--- src/hdl/txg_pkg.sv ---
/*
 Shared constants for the transmit guard, output shutdown, die temperature
 and DC offset register slice. Assumes byte-wide register access with
 9-bit register addresses at the printed offsets.
*/
package txg_pkg;
   // ==========================================================
   // Register offsets
   localparam logic [8:0] ADDR_SKEW_UPPER   = 9'h11d;
   localparam logic [8:0] ADDR_GUARD_CTRL   = 9'h11f;
   localparam logic [8:0] ADDR_ONOFF_CTRL   = 9'h125;
   localparam logic [8:0] ADDR_AUTO_OFF     = 9'h12c;
   localparam logic [8:0] ADDR_THERM_CTRL   = 9'h12f;
   localparam logic [8:0] ADDR_THERM_LOW    = 9'h132;
   localparam logic [8:0] ADDR_THERM_HIGH   = 9'h133;
   localparam logic [8:0] ADDR_THERM_REFR   = 9'h134;
   localparam logic [8:0] ADDR_OFFS_CTRL    = 9'h135;
   localparam logic [8:0] ADDR_I_WHOLE_LOW  = 9'h136;
   localparam logic [8:0] ADDR_I_WHOLE_HIGH = 9'h137;
   localparam logic [8:0] ADDR_Q_WHOLE_LOW  = 9'h138;
   localparam logic [8:0] ADDR_Q_WHOLE_HIGH = 9'h139;
   localparam logic [8:0] ADDR_I_FRACTION   = 9'h13a;
   localparam logic [8:0] ADDR_Q_FRACTION   = 9'h13b;
   // ==========================================================
   // Reset values
   localparam logic [7:0] RST_GUARD_CTRL = 8'h83;
   localparam logic [7:0] RST_AUTO_OFF   = 8'h81;
   localparam logic [7:0] RST_THERM_CTRL = 8'h20;
   localparam logic [7:0] RST_ZERO       = 8'h00;
   // ==========================================================
   // Field positions
   localparam int FALL_LSB   = 6;
   localparam int RISE_LSB   = 4;
   localparam int POL_BIT    = 2;
   localparam int SEQ_ON_BIT = 0;
   localparam int FORCE_BIT  = 1;
   localparam int TURNON_BIT = 0;
   localparam int MODE_BIT   = 7;
   localparam int AVG_BIT    = 0;
   // ==========================================================
   // Timing: one delay counter stage length
   localparam int STAGE_NS     = 1000;
   localparam int CLK_NS       = 100;
   localparam int STAGE_CYCLES = (STAGE_NS + CLK_NS - 1) / CLK_NS;
endpackage : txg_pkg

--- src/hdl/txg_regs.sv ---
/*
 Register slice: transmit guard sequencer, output on/off control, automatic
 shutdown, die temperature capture and I/Q DC offset adders.
 Assumes a byte-wide register port in the clk domain, sample data already
 synchronous to clk, and a sensor code that is stable while sampled.
*/
// Functional notes
// RQ1: Bits 4:0 hold skew word bits 12:8; upper bits reserved.
// RQ2: Guard fall delayed by fall-counter count after enable falls; use 1 or 2.
// RQ3: Guard rise delayed by rise-counter count after enable rises; reset 0.
// RQ4: Polarity 0 drives guard low on error; 1 drives high.
// RQ5: Force-off bit shuts output down; 0 allows enable; resets 0.
// RQ6: Turn-on bit self-clears and switches output on unless forced off.
// RQ7: Guard mode high shuts output on monitored error; resets 1.
// RQ8: Power trip with guard mode shuts output on average-power alarm.
// RQ9: Software keeps aux bias field at its reset code 2.
// RQ10: Thermal enable bit powers sensor; resets 0.
// RQ11: Temperature code read as low byte and high byte.
// RQ12: New temperature code captured only on refresh bit rising.
// RQ13: Offset adder acts only when enable bit is 1; resets 0.
// RQ14: I path adds 16-bit signed whole offset.
// RQ15: Q path adds its own 16-bit signed whole offset.
// RQ16: I path adds 5-bit signed fraction in sixteenths.
// RQ17: Q path adds 5-bit signed fraction in sixteenths.
// RQ18: Disabled adder passes samples; enabled applies both offsets together.
// RQ19: Guard follows enable edges only while sequencer bit is set.
`timescale 1ns/1ps
module txg_regs #(
   parameter int DW = 16
) (
   input  wire logic          clk,
   input  wire logic          resetn,
   input  wire logic          reg_wr,
   input  wire logic          reg_rd,
   input  wire logic [8:0]    reg_addr,
   input  wire logic [7:0]    reg_wdata,
   output logic      [7:0]    reg_rdata,
   input  wire logic          transmit_enable_pin,
   input  wire logic          fault_in,
   input  wire logic          avg_power_alarm,
   input  wire logic [15:0]   sensor_code,
   input  wire logic [DW-1:0] i_in,
   input  wire logic [DW-1:0] q_in,
   output logic      [DW-1:0] i_out,
   output logic      [DW-1:0] q_out,
   output logic               tx_guard,
   output logic               output_active,
   output logic               sensor_power,
   output logic      [12:8]   iq_skew_word_hi,
   output logic      [2:0]    aux_adc_bias_code
);
   typedef enum logic [1:0] {
      G_IDLE = 2'b00, G_RISE = 2'b01, G_ON = 2'b10, G_FALL = 2'b11
   } gstate_t;

   // ==========================================================
   // Register storage
   logic [7:0] skew_q, guard_q, onoff_q, auto_q, therm_q, refr_q, offs_q;
   logic [7:0] skew_d, guard_d, onoff_d, auto_d, therm_d, refr_d, offs_d;
   logic [15:0] iw_q, qw_q, iw_d, qw_d, temp_q, temp_d;
   logic [4:0]  ifr_q, qfr_q, ifr_d, qfr_d;
   logic        refr_prev_q, refr_prev_d;

   function automatic logic hit(input logic [8:0] a, input logic [8:0] o);
      hit = reg_wr && (a == o);
   endfunction : hit

   // Write decode; turn-on bit never stored, it is a pulse
   always_comb begin
      skew_d = skew_q;
      guard_d = guard_q;
      onoff_d = onoff_q;
      auto_d = auto_q;
      therm_d = therm_q;
      refr_d = refr_q;
      offs_d = offs_q;
      iw_d = iw_q;
      qw_d = qw_q;
      ifr_d = ifr_q;
      qfr_d = qfr_q;
      if (hit(reg_addr, txg_pkg::ADDR_SKEW_UPPER)) skew_d = reg_wdata; // RQ1
      if (hit(reg_addr, txg_pkg::ADDR_GUARD_CTRL)) guard_d = reg_wdata;
      if (hit(reg_addr, txg_pkg::ADDR_ONOFF_CTRL)) begin
         onoff_d = {reg_wdata[7:1], 1'b0}; // RQ5 RQ6
      end
      if (hit(reg_addr, txg_pkg::ADDR_AUTO_OFF)) auto_d = reg_wdata;
      if (hit(reg_addr, txg_pkg::ADDR_THERM_CTRL)) therm_d = reg_wdata; // RQ9
      if (hit(reg_addr, txg_pkg::ADDR_THERM_REFR)) refr_d = reg_wdata;
      if (hit(reg_addr, txg_pkg::ADDR_OFFS_CTRL)) offs_d = reg_wdata;
      if (hit(reg_addr, txg_pkg::ADDR_I_WHOLE_LOW)) iw_d[7:0] = reg_wdata;
      if (hit(reg_addr, txg_pkg::ADDR_I_WHOLE_HIGH)) iw_d[15:8] = reg_wdata;
      if (hit(reg_addr, txg_pkg::ADDR_Q_WHOLE_LOW)) qw_d[7:0] = reg_wdata;
      if (hit(reg_addr, txg_pkg::ADDR_Q_WHOLE_HIGH)) qw_d[15:8] = reg_wdata;
      if (hit(reg_addr, txg_pkg::ADDR_I_FRACTION)) ifr_d = reg_wdata[4:0];
      if (hit(reg_addr, txg_pkg::ADDR_Q_FRACTION)) qfr_d = reg_wdata[4:0];
   end

   // Temperature capture on refresh rising edge only
   always_comb begin
      refr_prev_d = refr_q[0];
      temp_d = temp_q;
      if (refr_q[0] && !refr_prev_q) temp_d = sensor_code; // RQ12
   end

   always_ff @(posedge clk or negedge resetn) begin
      if (!resetn) begin
         skew_q <= txg_pkg::RST_ZERO;
         guard_q <= txg_pkg::RST_GUARD_CTRL;
         onoff_q <= txg_pkg::RST_ZERO;
         auto_q <= txg_pkg::RST_AUTO_OFF;
         therm_q <= txg_pkg::RST_THERM_CTRL;
         refr_q <= txg_pkg::RST_ZERO;
         offs_q <= txg_pkg::RST_ZERO;
         iw_q <= 16'h0000;
         qw_q <= 16'h0000;
         ifr_q <= 5'h00;
         qfr_q <= 5'h00;
         temp_q <= 16'h0000;
         refr_prev_q <= 1'b0;
      end else begin
         skew_q <= skew_d;
         guard_q <= guard_d;
         onoff_q <= onoff_d;
         auto_q <= auto_d;
         therm_q <= therm_d;
         refr_q <= refr_d;
         offs_q <= offs_d;
         iw_q <= iw_d;
         qw_q <= qw_d;
         ifr_q <= ifr_d;
         qfr_q <= qfr_d;
         temp_q <= temp_d;
         refr_prev_q <= refr_prev_d;
      end
   end

   // ==========================================================
   // Readback (registered data output)
   logic [7:0] rd_d;
   always_comb begin
      case (reg_addr)
         txg_pkg::ADDR_SKEW_UPPER:   rd_d = {3'h0, skew_q[4:0]};
         txg_pkg::ADDR_GUARD_CTRL:   rd_d = guard_q;
         txg_pkg::ADDR_ONOFF_CTRL:   rd_d = onoff_q;
         txg_pkg::ADDR_AUTO_OFF:     rd_d = auto_q;
         txg_pkg::ADDR_THERM_CTRL:   rd_d = therm_q;
         txg_pkg::ADDR_THERM_LOW:    rd_d = temp_q[7:0];  // RQ11
         txg_pkg::ADDR_THERM_HIGH:   rd_d = temp_q[15:8]; // RQ11
         txg_pkg::ADDR_THERM_REFR:   rd_d = refr_q;
         txg_pkg::ADDR_OFFS_CTRL:    rd_d = offs_q;
         txg_pkg::ADDR_I_WHOLE_LOW:  rd_d = iw_q[7:0];
         txg_pkg::ADDR_I_WHOLE_HIGH: rd_d = iw_q[15:8];
         txg_pkg::ADDR_Q_WHOLE_LOW:  rd_d = qw_q[7:0];
         txg_pkg::ADDR_Q_WHOLE_HIGH: rd_d = qw_q[15:8];
         txg_pkg::ADDR_I_FRACTION:   rd_d = {3'h0, ifr_q};
         txg_pkg::ADDR_Q_FRACTION:   rd_d = {3'h0, qfr_q};
         default:                    rd_d = 8'h00;
      endcase
   end

   always_ff @(posedge clk or negedge resetn) begin
      if (!resetn) reg_rdata <= 8'h00;
      else if (reg_rd) reg_rdata <= rd_d;
   end

   // ==========================================================
   // Pin synchronisers
   logic [2:0] s1_q, s2_q;
   always_ff @(posedge clk or negedge resetn) begin
      if (!resetn) begin
         s1_q <= 3'h0;
         s2_q <= 3'h0;
      end else begin
         s1_q <= {transmit_enable_pin, fault_in, avg_power_alarm};
         s2_q <= s1_q;
      end
   end
   wire transmit_enable_pin_s  = s2_q[2];
   wire fault_s = s2_q[1];
   wire avg_s   = s2_q[0];

   // ==========================================================
   // Output on/off state
   logic out_on_q, out_on_d, err;
   always_comb begin
      err = auto_q[txg_pkg::MODE_BIT] && (fault_s ||
            (auto_q[txg_pkg::AVG_BIT] && avg_s)); // RQ7 RQ8
      out_on_d = out_on_q;
      if (hit(reg_addr, txg_pkg::ADDR_ONOFF_CTRL)
          && reg_wdata[txg_pkg::TURNON_BIT]
          && !reg_wdata[txg_pkg::FORCE_BIT]) out_on_d = 1'b1; // RQ6
      if (onoff_q[txg_pkg::FORCE_BIT] || err) out_on_d = 1'b0; // RQ5 RQ7
   end
   always_ff @(posedge clk or negedge resetn) begin
      if (!resetn) out_on_q <= 1'b1;
      else out_on_q <= out_on_d;
   end
   assign output_active = out_on_q;

   // ==========================================================
   // Guard sequencer: each counter stage is STAGE_CYCLES long
   gstate_t gs_q, gs_d;
   logic [7:0] cnt_q, cnt_d;
   logic       gact_q, gact_d, transmit_enable_pin_prev_q;
   wire  [1:0] rise_n = guard_q[txg_pkg::RISE_LSB +: 2];
   wire  [1:0] fall_n = guard_q[txg_pkg::FALL_LSB +: 2];
   wire        seq_on = guard_q[txg_pkg::SEQ_ON_BIT];

   function automatic logic [7:0] span(input logic [1:0] n);
      span = 8'(n) * 8'(txg_pkg::STAGE_CYCLES);
   endfunction : span

   always_comb begin
      gs_d = gs_q;
      cnt_d = (cnt_q != 8'h00) ? cnt_q - 8'h01 : 8'h00;
      gact_d = gact_q;
      case (gs_q)
         G_IDLE: if (seq_on && transmit_enable_pin_s && !transmit_enable_pin_prev_q) begin // RQ19
            gs_d = G_RISE;
            cnt_d = span(rise_n); // RQ3
         end
         G_RISE: if (cnt_q == 8'h00) begin
            gs_d = G_ON;
            gact_d = 1'b1;
         end
         // Level test: a fall that came during the rise wait is not lost
         G_ON: if (seq_on && !transmit_enable_pin_s) begin
            gs_d = G_FALL;
            cnt_d = span(fall_n); // RQ2
         end
         G_FALL: if (cnt_q == 8'h00) begin
            gs_d = G_IDLE;
            gact_d = 1'b0;
         end
         default: gs_d = G_IDLE;
      endcase
   end
   always_ff @(posedge clk or negedge resetn) begin
      if (!resetn) begin
         gs_q <= G_IDLE;
         cnt_q <= 8'h00;
         gact_q <= 1'b0;
         transmit_enable_pin_prev_q <= 1'b0;
      end else begin
         gs_q <= gs_d;
         cnt_q <= cnt_d;
         gact_q <= gact_d;
         transmit_enable_pin_prev_q <= transmit_enable_pin_s;
      end
   end

   // Error forces the guard to its safe level set by polarity
   logic guard_d1;
   always_comb begin
      if (err || !out_on_q) guard_d1 = guard_q[txg_pkg::POL_BIT]; // RQ4
      else guard_d1 = gact_q ^ guard_q[txg_pkg::POL_BIT];
   end
   always_ff @(posedge clk or negedge resetn) begin
      if (!resetn) tx_guard <= 1'b0;
      else tx_guard <= guard_d1;
   end

   // ==========================================================
   // DC offset: fraction kept as 4 extra bits, truncated toward minus infinity at the end
   function automatic logic [DW-1:0] add_off(input logic [DW-1:0] x,
      input logic [15:0] w, input logic [4:0] f);
      logic signed [DW+5:0] acc;
      acc = {{2{x[DW-1]}}, x, 4'h0} + {{(DW-14){w[15]}}, w, 4'h0}
            + {{(DW+1){f[4]}}, f}; // RQ14 RQ16 RQ18
      add_off = acc[DW+3:4];
   endfunction : add_off

   always_ff @(posedge clk or negedge resetn) begin
      if (!resetn) begin
         i_out <= '0;
         q_out <= '0;
      end else if (offs_q[0]) begin // RQ13
         i_out <= add_off(i_in, iw_q, ifr_q); // RQ14 RQ16
         q_out <= add_off(q_in, qw_q, qfr_q); // RQ15 RQ17
      end else begin
         i_out <= i_in; // RQ18
         q_out <= q_in;
      end
   end

   assign sensor_power = therm_q[0]; // RQ10
   assign iq_skew_word_hi = skew_q[4:0];
   assign aux_adc_bias_code = therm_q[6:4];

   // ==========================================================
   // Checks
   a_forceoff_holds: assert property (@(posedge clk) disable iff (!resetn)
      onoff_q[txg_pkg::FORCE_BIT] |=> !output_active)
      else $error("output on while forced off"); // RQ5
   a_turnon_clears: assert property (@(posedge clk) disable iff (!resetn)
      (reg_wr && reg_addr == txg_pkg::ADDR_ONOFF_CTRL
       && reg_wdata[txg_pkg::TURNON_BIT] && !reg_wdata[txg_pkg::FORCE_BIT]
       && !onoff_q[txg_pkg::FORCE_BIT] && !err)
      |=> (output_active && !onoff_q[txg_pkg::TURNON_BIT]))
      else $error("turn-on write did not switch output on"); // RQ6
   a_temp_edge_only: assert property (@(posedge clk) disable iff (!resetn)
      (refr_q[0] && refr_prev_q) |=> $stable(temp_q))
      else $error("temperature changed without edge"); // RQ12
   a_offset_bypass: assert property (@(posedge clk) disable iff (!resetn)
      !offs_q[0] |=> (i_out == $past(i_in) && q_out == $past(q_in)))
      else $error("samples altered with adder off"); // RQ13
   a_error_guard: assert property (@(posedge clk) disable iff (!resetn)
      err |=> tx_guard == $past(guard_q[txg_pkg::POL_BIT]))
      else $error("guard not at error level"); // RQ4
   a_auto_trip: assert property (@(posedge clk) disable iff (!resetn)
      (auto_q[txg_pkg::MODE_BIT] && fault_s) |=> !output_active)
      else $error("no auto shutdown on fault"); // RQ7
   a_rise_wait: assert property (@(posedge clk) disable iff (!resetn)
      (gs_q == G_IDLE && gs_d == G_RISE) |=> cnt_q == $past(span(rise_n)))
      else $error("rise delay count wrong"); // RQ3
   a_seq_off: assert property (@(posedge clk) disable iff (!resetn)
      (!seq_on && gs_q == G_IDLE) |=> gs_q == G_IDLE)
      else $error("sequencer left idle while off"); // RQ19
endmodule : txg_regs

--- config.mk ---
export PLATFORM = sky130hd
export DESIGN_NAME = txg_regs
export DESIGN_NICKNAME = d
export VERILOG_FILES = /design/src/hdl/txg_pkg.sv /design/src/hdl/txg_regs.sv
export SDC_FILE = /design/constraint.sdc
export NUM_CORES = 1
export LEC_CHECK = 0
export BUFFER_PORTS_ARGS = -buffer_cell sky130_fd_sc_hd__clkbuf_2
export CORE_MARGIN = 2
export CORE_UTILIZATION = 35
export DETAILED_ROUTE_END_ITERATION = 12
export SETUP_SLACK_MARGIN = 0.4
export SYNTH_ARGS = -nofsm -noshare
export SYNTH_HDL_FRONTEND = slang
export SYNTH_SLANG_ARGS = --single-unit
--- constraint.sdc ---
create_clock -name clk -period 3.06 [get_ports clk]
set_input_delay 0.612 -clock clk [delete_from_list [all_inputs] [get_ports clk]]
set_output_delay 0.612 -clock clk [all_outputs]
set_load 0.01 [all_outputs]
==> flow_summary.json <==
{
  "n_antenna_cell": 0,
  "num_vias": 7361,
  "dp_hpwl_mm": 20.25,
  "start_kind": "flip-flop",
  "viasPerCell": 5.322,
  "timing.rr.start": "ifr_q[4]",
  "cpLargestDelayFamily": "adder cells",
  "rows": 61,
  "grt_use_total_pct": 19.37,
  "setup_viol": 0,
  "synthFlopType": "dfrtp_1",
  "globalplace.congestion": 0.9242,
  "antenna_left": 0,
  "die_h_um": 172.1,
  "port_buffers": 122,
  "cp_max_fo": 6,
  "synth_area_leaders": "dfrtp_1, mux2_2, fa_1, ha_1, mux2i_1",
  "wl_per_cell_um": 20.22,
  "core-area_um2": 27780,
  "yosys.cell_types.count": 77,
  "required_ps": 3350,
  "cpMaxStageDelayCell": "fa_1",
  "htree_levels": 4,
  "drt_iter0_markers": 484,
  "drv_cap": 0,
  "grt_max_degree": 54,
  "grt_overflow": 0,
  "syn_area_um2": 9894,
  "status": "completed",
  "boundaryPins": 123,
  "die_area_um2": 29630,
  "path_class": "reg2reg",
  "power_density_nw_per_um2": 510.9,
  "syn_area_per_cell_um2": 11.68,
  "path_cells": "fa_1 -> ha_2 -> inv_2 -> fa_2 -> nor2b_4 -> o31ai_4 -> a22oi_2 -> a21bo_2 -> mux2i_1 -> o2111ai_1",
  "whs_ps": 132.2,
  "worst_pin_slew_ps": 1029,
  "synth-seq-cells": 171,
  "ctsHoldBuffers": 0,
  "critPathCaptureType": "flip-flop",
  "area_delta_synth_final_pct": 22.00,
  "syn_nets": 985,
  "firstDrtPassIters": 5,
  "dp.cells": 1331,
  "clockBufferDepth": 2,
  "die_w_um": 172.1,
  "report.final.hold_viol_count": 0,
  "drc": 0,
  "nNetsFinal": 1130,
  "drive_above_1_share_pct": 41.39,
  "cts_buffers": 17,
  "cts.root.buffer_cell": "clkbuf_16",
  "antenna_found_initial": 0,
  "rsz0062_at_grt": "yes",
  "clk_pin_slew_worst_paths_ps": 70,
  "synth-edff-count": 0,
  "grt_pass1_wl_mm": 42.96,
  "path_buf_inv": 1,
  "slew_headroom_pct": 31.37,
  "crit_start": "ifr_q[4]",
  "finalClockSkew_ps": 14.20,
  "worstPathArrival_ps": 3020,
  "synth_top_area_share_pct": 41.48,
  "stdcell_count": 1383,
  "yosys_warnings": 0,
  "cts_tree": "built",
  "synthCells": 847,
  "grt_pass1_vias": 7230,
  "yosysTopAreaCell": "dfrtp_1",
  "fin_crit_ps": 2731,
  "final_common_cell": "dfrtp_1",
  "ys_seq_area_share_pct": 43.34,
  "wl_mm": 27.97,
  "initial_utilization_pct": 35.62,
  "clock_sinks": 171,
  "irDropWorstVdd_uv": 354.7,
  "final_cell_mix": "dfrtp_1, mux2_2, clkbuf_2, nor2_1, nand2_1",
  "min_path_type": "in2async",
  "clk_latency_ps": 440,
  "fmax_mhz": 366.1,
  "cpPeakStageDelay_ps": 510,
  "period_share_pct": 89.26,
  "ys_async_sr_fraction_pct": 100.0,
  "p_leak_nw": 5.489,
  "maxSlewViolCount": 0
}
[layer usage]
metal  up-vias  global-route usage [%]  wire length (µm)
met2       237                   30.07             12900
met3        32                   4.509              1724
met1      3738                   27.26             12870
li1       3354                       -                 -
met5         -                       0                 0
met4         0                   5.005               473
[final cells by class]
cell class	instances	area, µm²
Timing Repair Buffer	166	1008
Clock inverter	14	185.2
Tap cell	378	473.0
Sequential cell	171	4295
Multi-Input combinational cell	606	5568
Clock buffer	18	429.2
Fill cell	2668	15710
Inverter	30	112.6
[per-stage QoR]
step	setup WS (ps)	TNS [ps]	cell area, µm²	util, %	total power [mW]
finish	328.7	0	12070	43.45	6.167
global route	216.5	0	12070	43.45	6.474
CTS	333.5	0	11880	42.78	6.164
detailed placement	-7.770	-7.770	10980	39.52	3.763
global placement	23.24	0	10980	39.52	3.740
floorplan	301.4	0	9920	-	3.387
[path summary, 6_finish.rpt]
path / to / slack (ps) / cells past startpoint
max: i_out[15] / 330 / 10
min: temp_q[13] / 130 / 1
max reg2reg: i_out[15] / 330 / 10
min reg2reg: s2_q[1] / 350 / 0
max in group asynchronous: auto_q[0] / 2040 / 2
min in group clk: s1_q[0] / 270 / 1
[synth_stat cells (all sizes together), types with 7 or more instances]
library cell and number:
a21o 9, a21oi 33, a22o 11, a22oi 22, and3 10, buf 27, clkbuf 13, dfrtp 164
dfstp 7, fa 32, ha 34, inv 30, mux2 130, mux2i 19, nand2 49, nand2b 9
nand3 18, nor2 51, nor2b 17, nor3 8, nor3b 8, nor4 8, o21ai 29, o22ai 12
xnor2 19, xor2 10
[cell families (layout without fill, tap and decap cells)]
family | after synthesis | in the layout | share of synthesized area [%]
muxes | 149 | 149 | 16.72
xor gates and xnor gates | 29 | 29 | 2.567
DFF | 171 | 171 | 43.34
AOI/OAI and AO/OA | 169 | 169 | 12.27
buffers and inverters | 70 | 228 | 3.541
and+or+nand+nor | 193 | 193 | 10.80
adders and majority gates | 66 | 66 | 10.77
[registers in the layout (all words and copies together) (netlist names), 16 cells and up]
signal,flops
i_out,16
qw_q,16
iw_q,16
q_out,16
temp_q,16
[report_power, final]
part           switching, mW  internal, mW  total, mW
registers              0.164          2.46       2.62
logic                  0.644         0.582       1.23
clock network           1.01          1.31       2.32
[what timing repair did]
action	CTS	global route
pin swaps	19	18
cloned	0	0
setup endpoints to repair	14	16
buffers inserted	15	5
gates resized for setup	32	28
No activity file was read; power rests on OpenSTA's default activity.
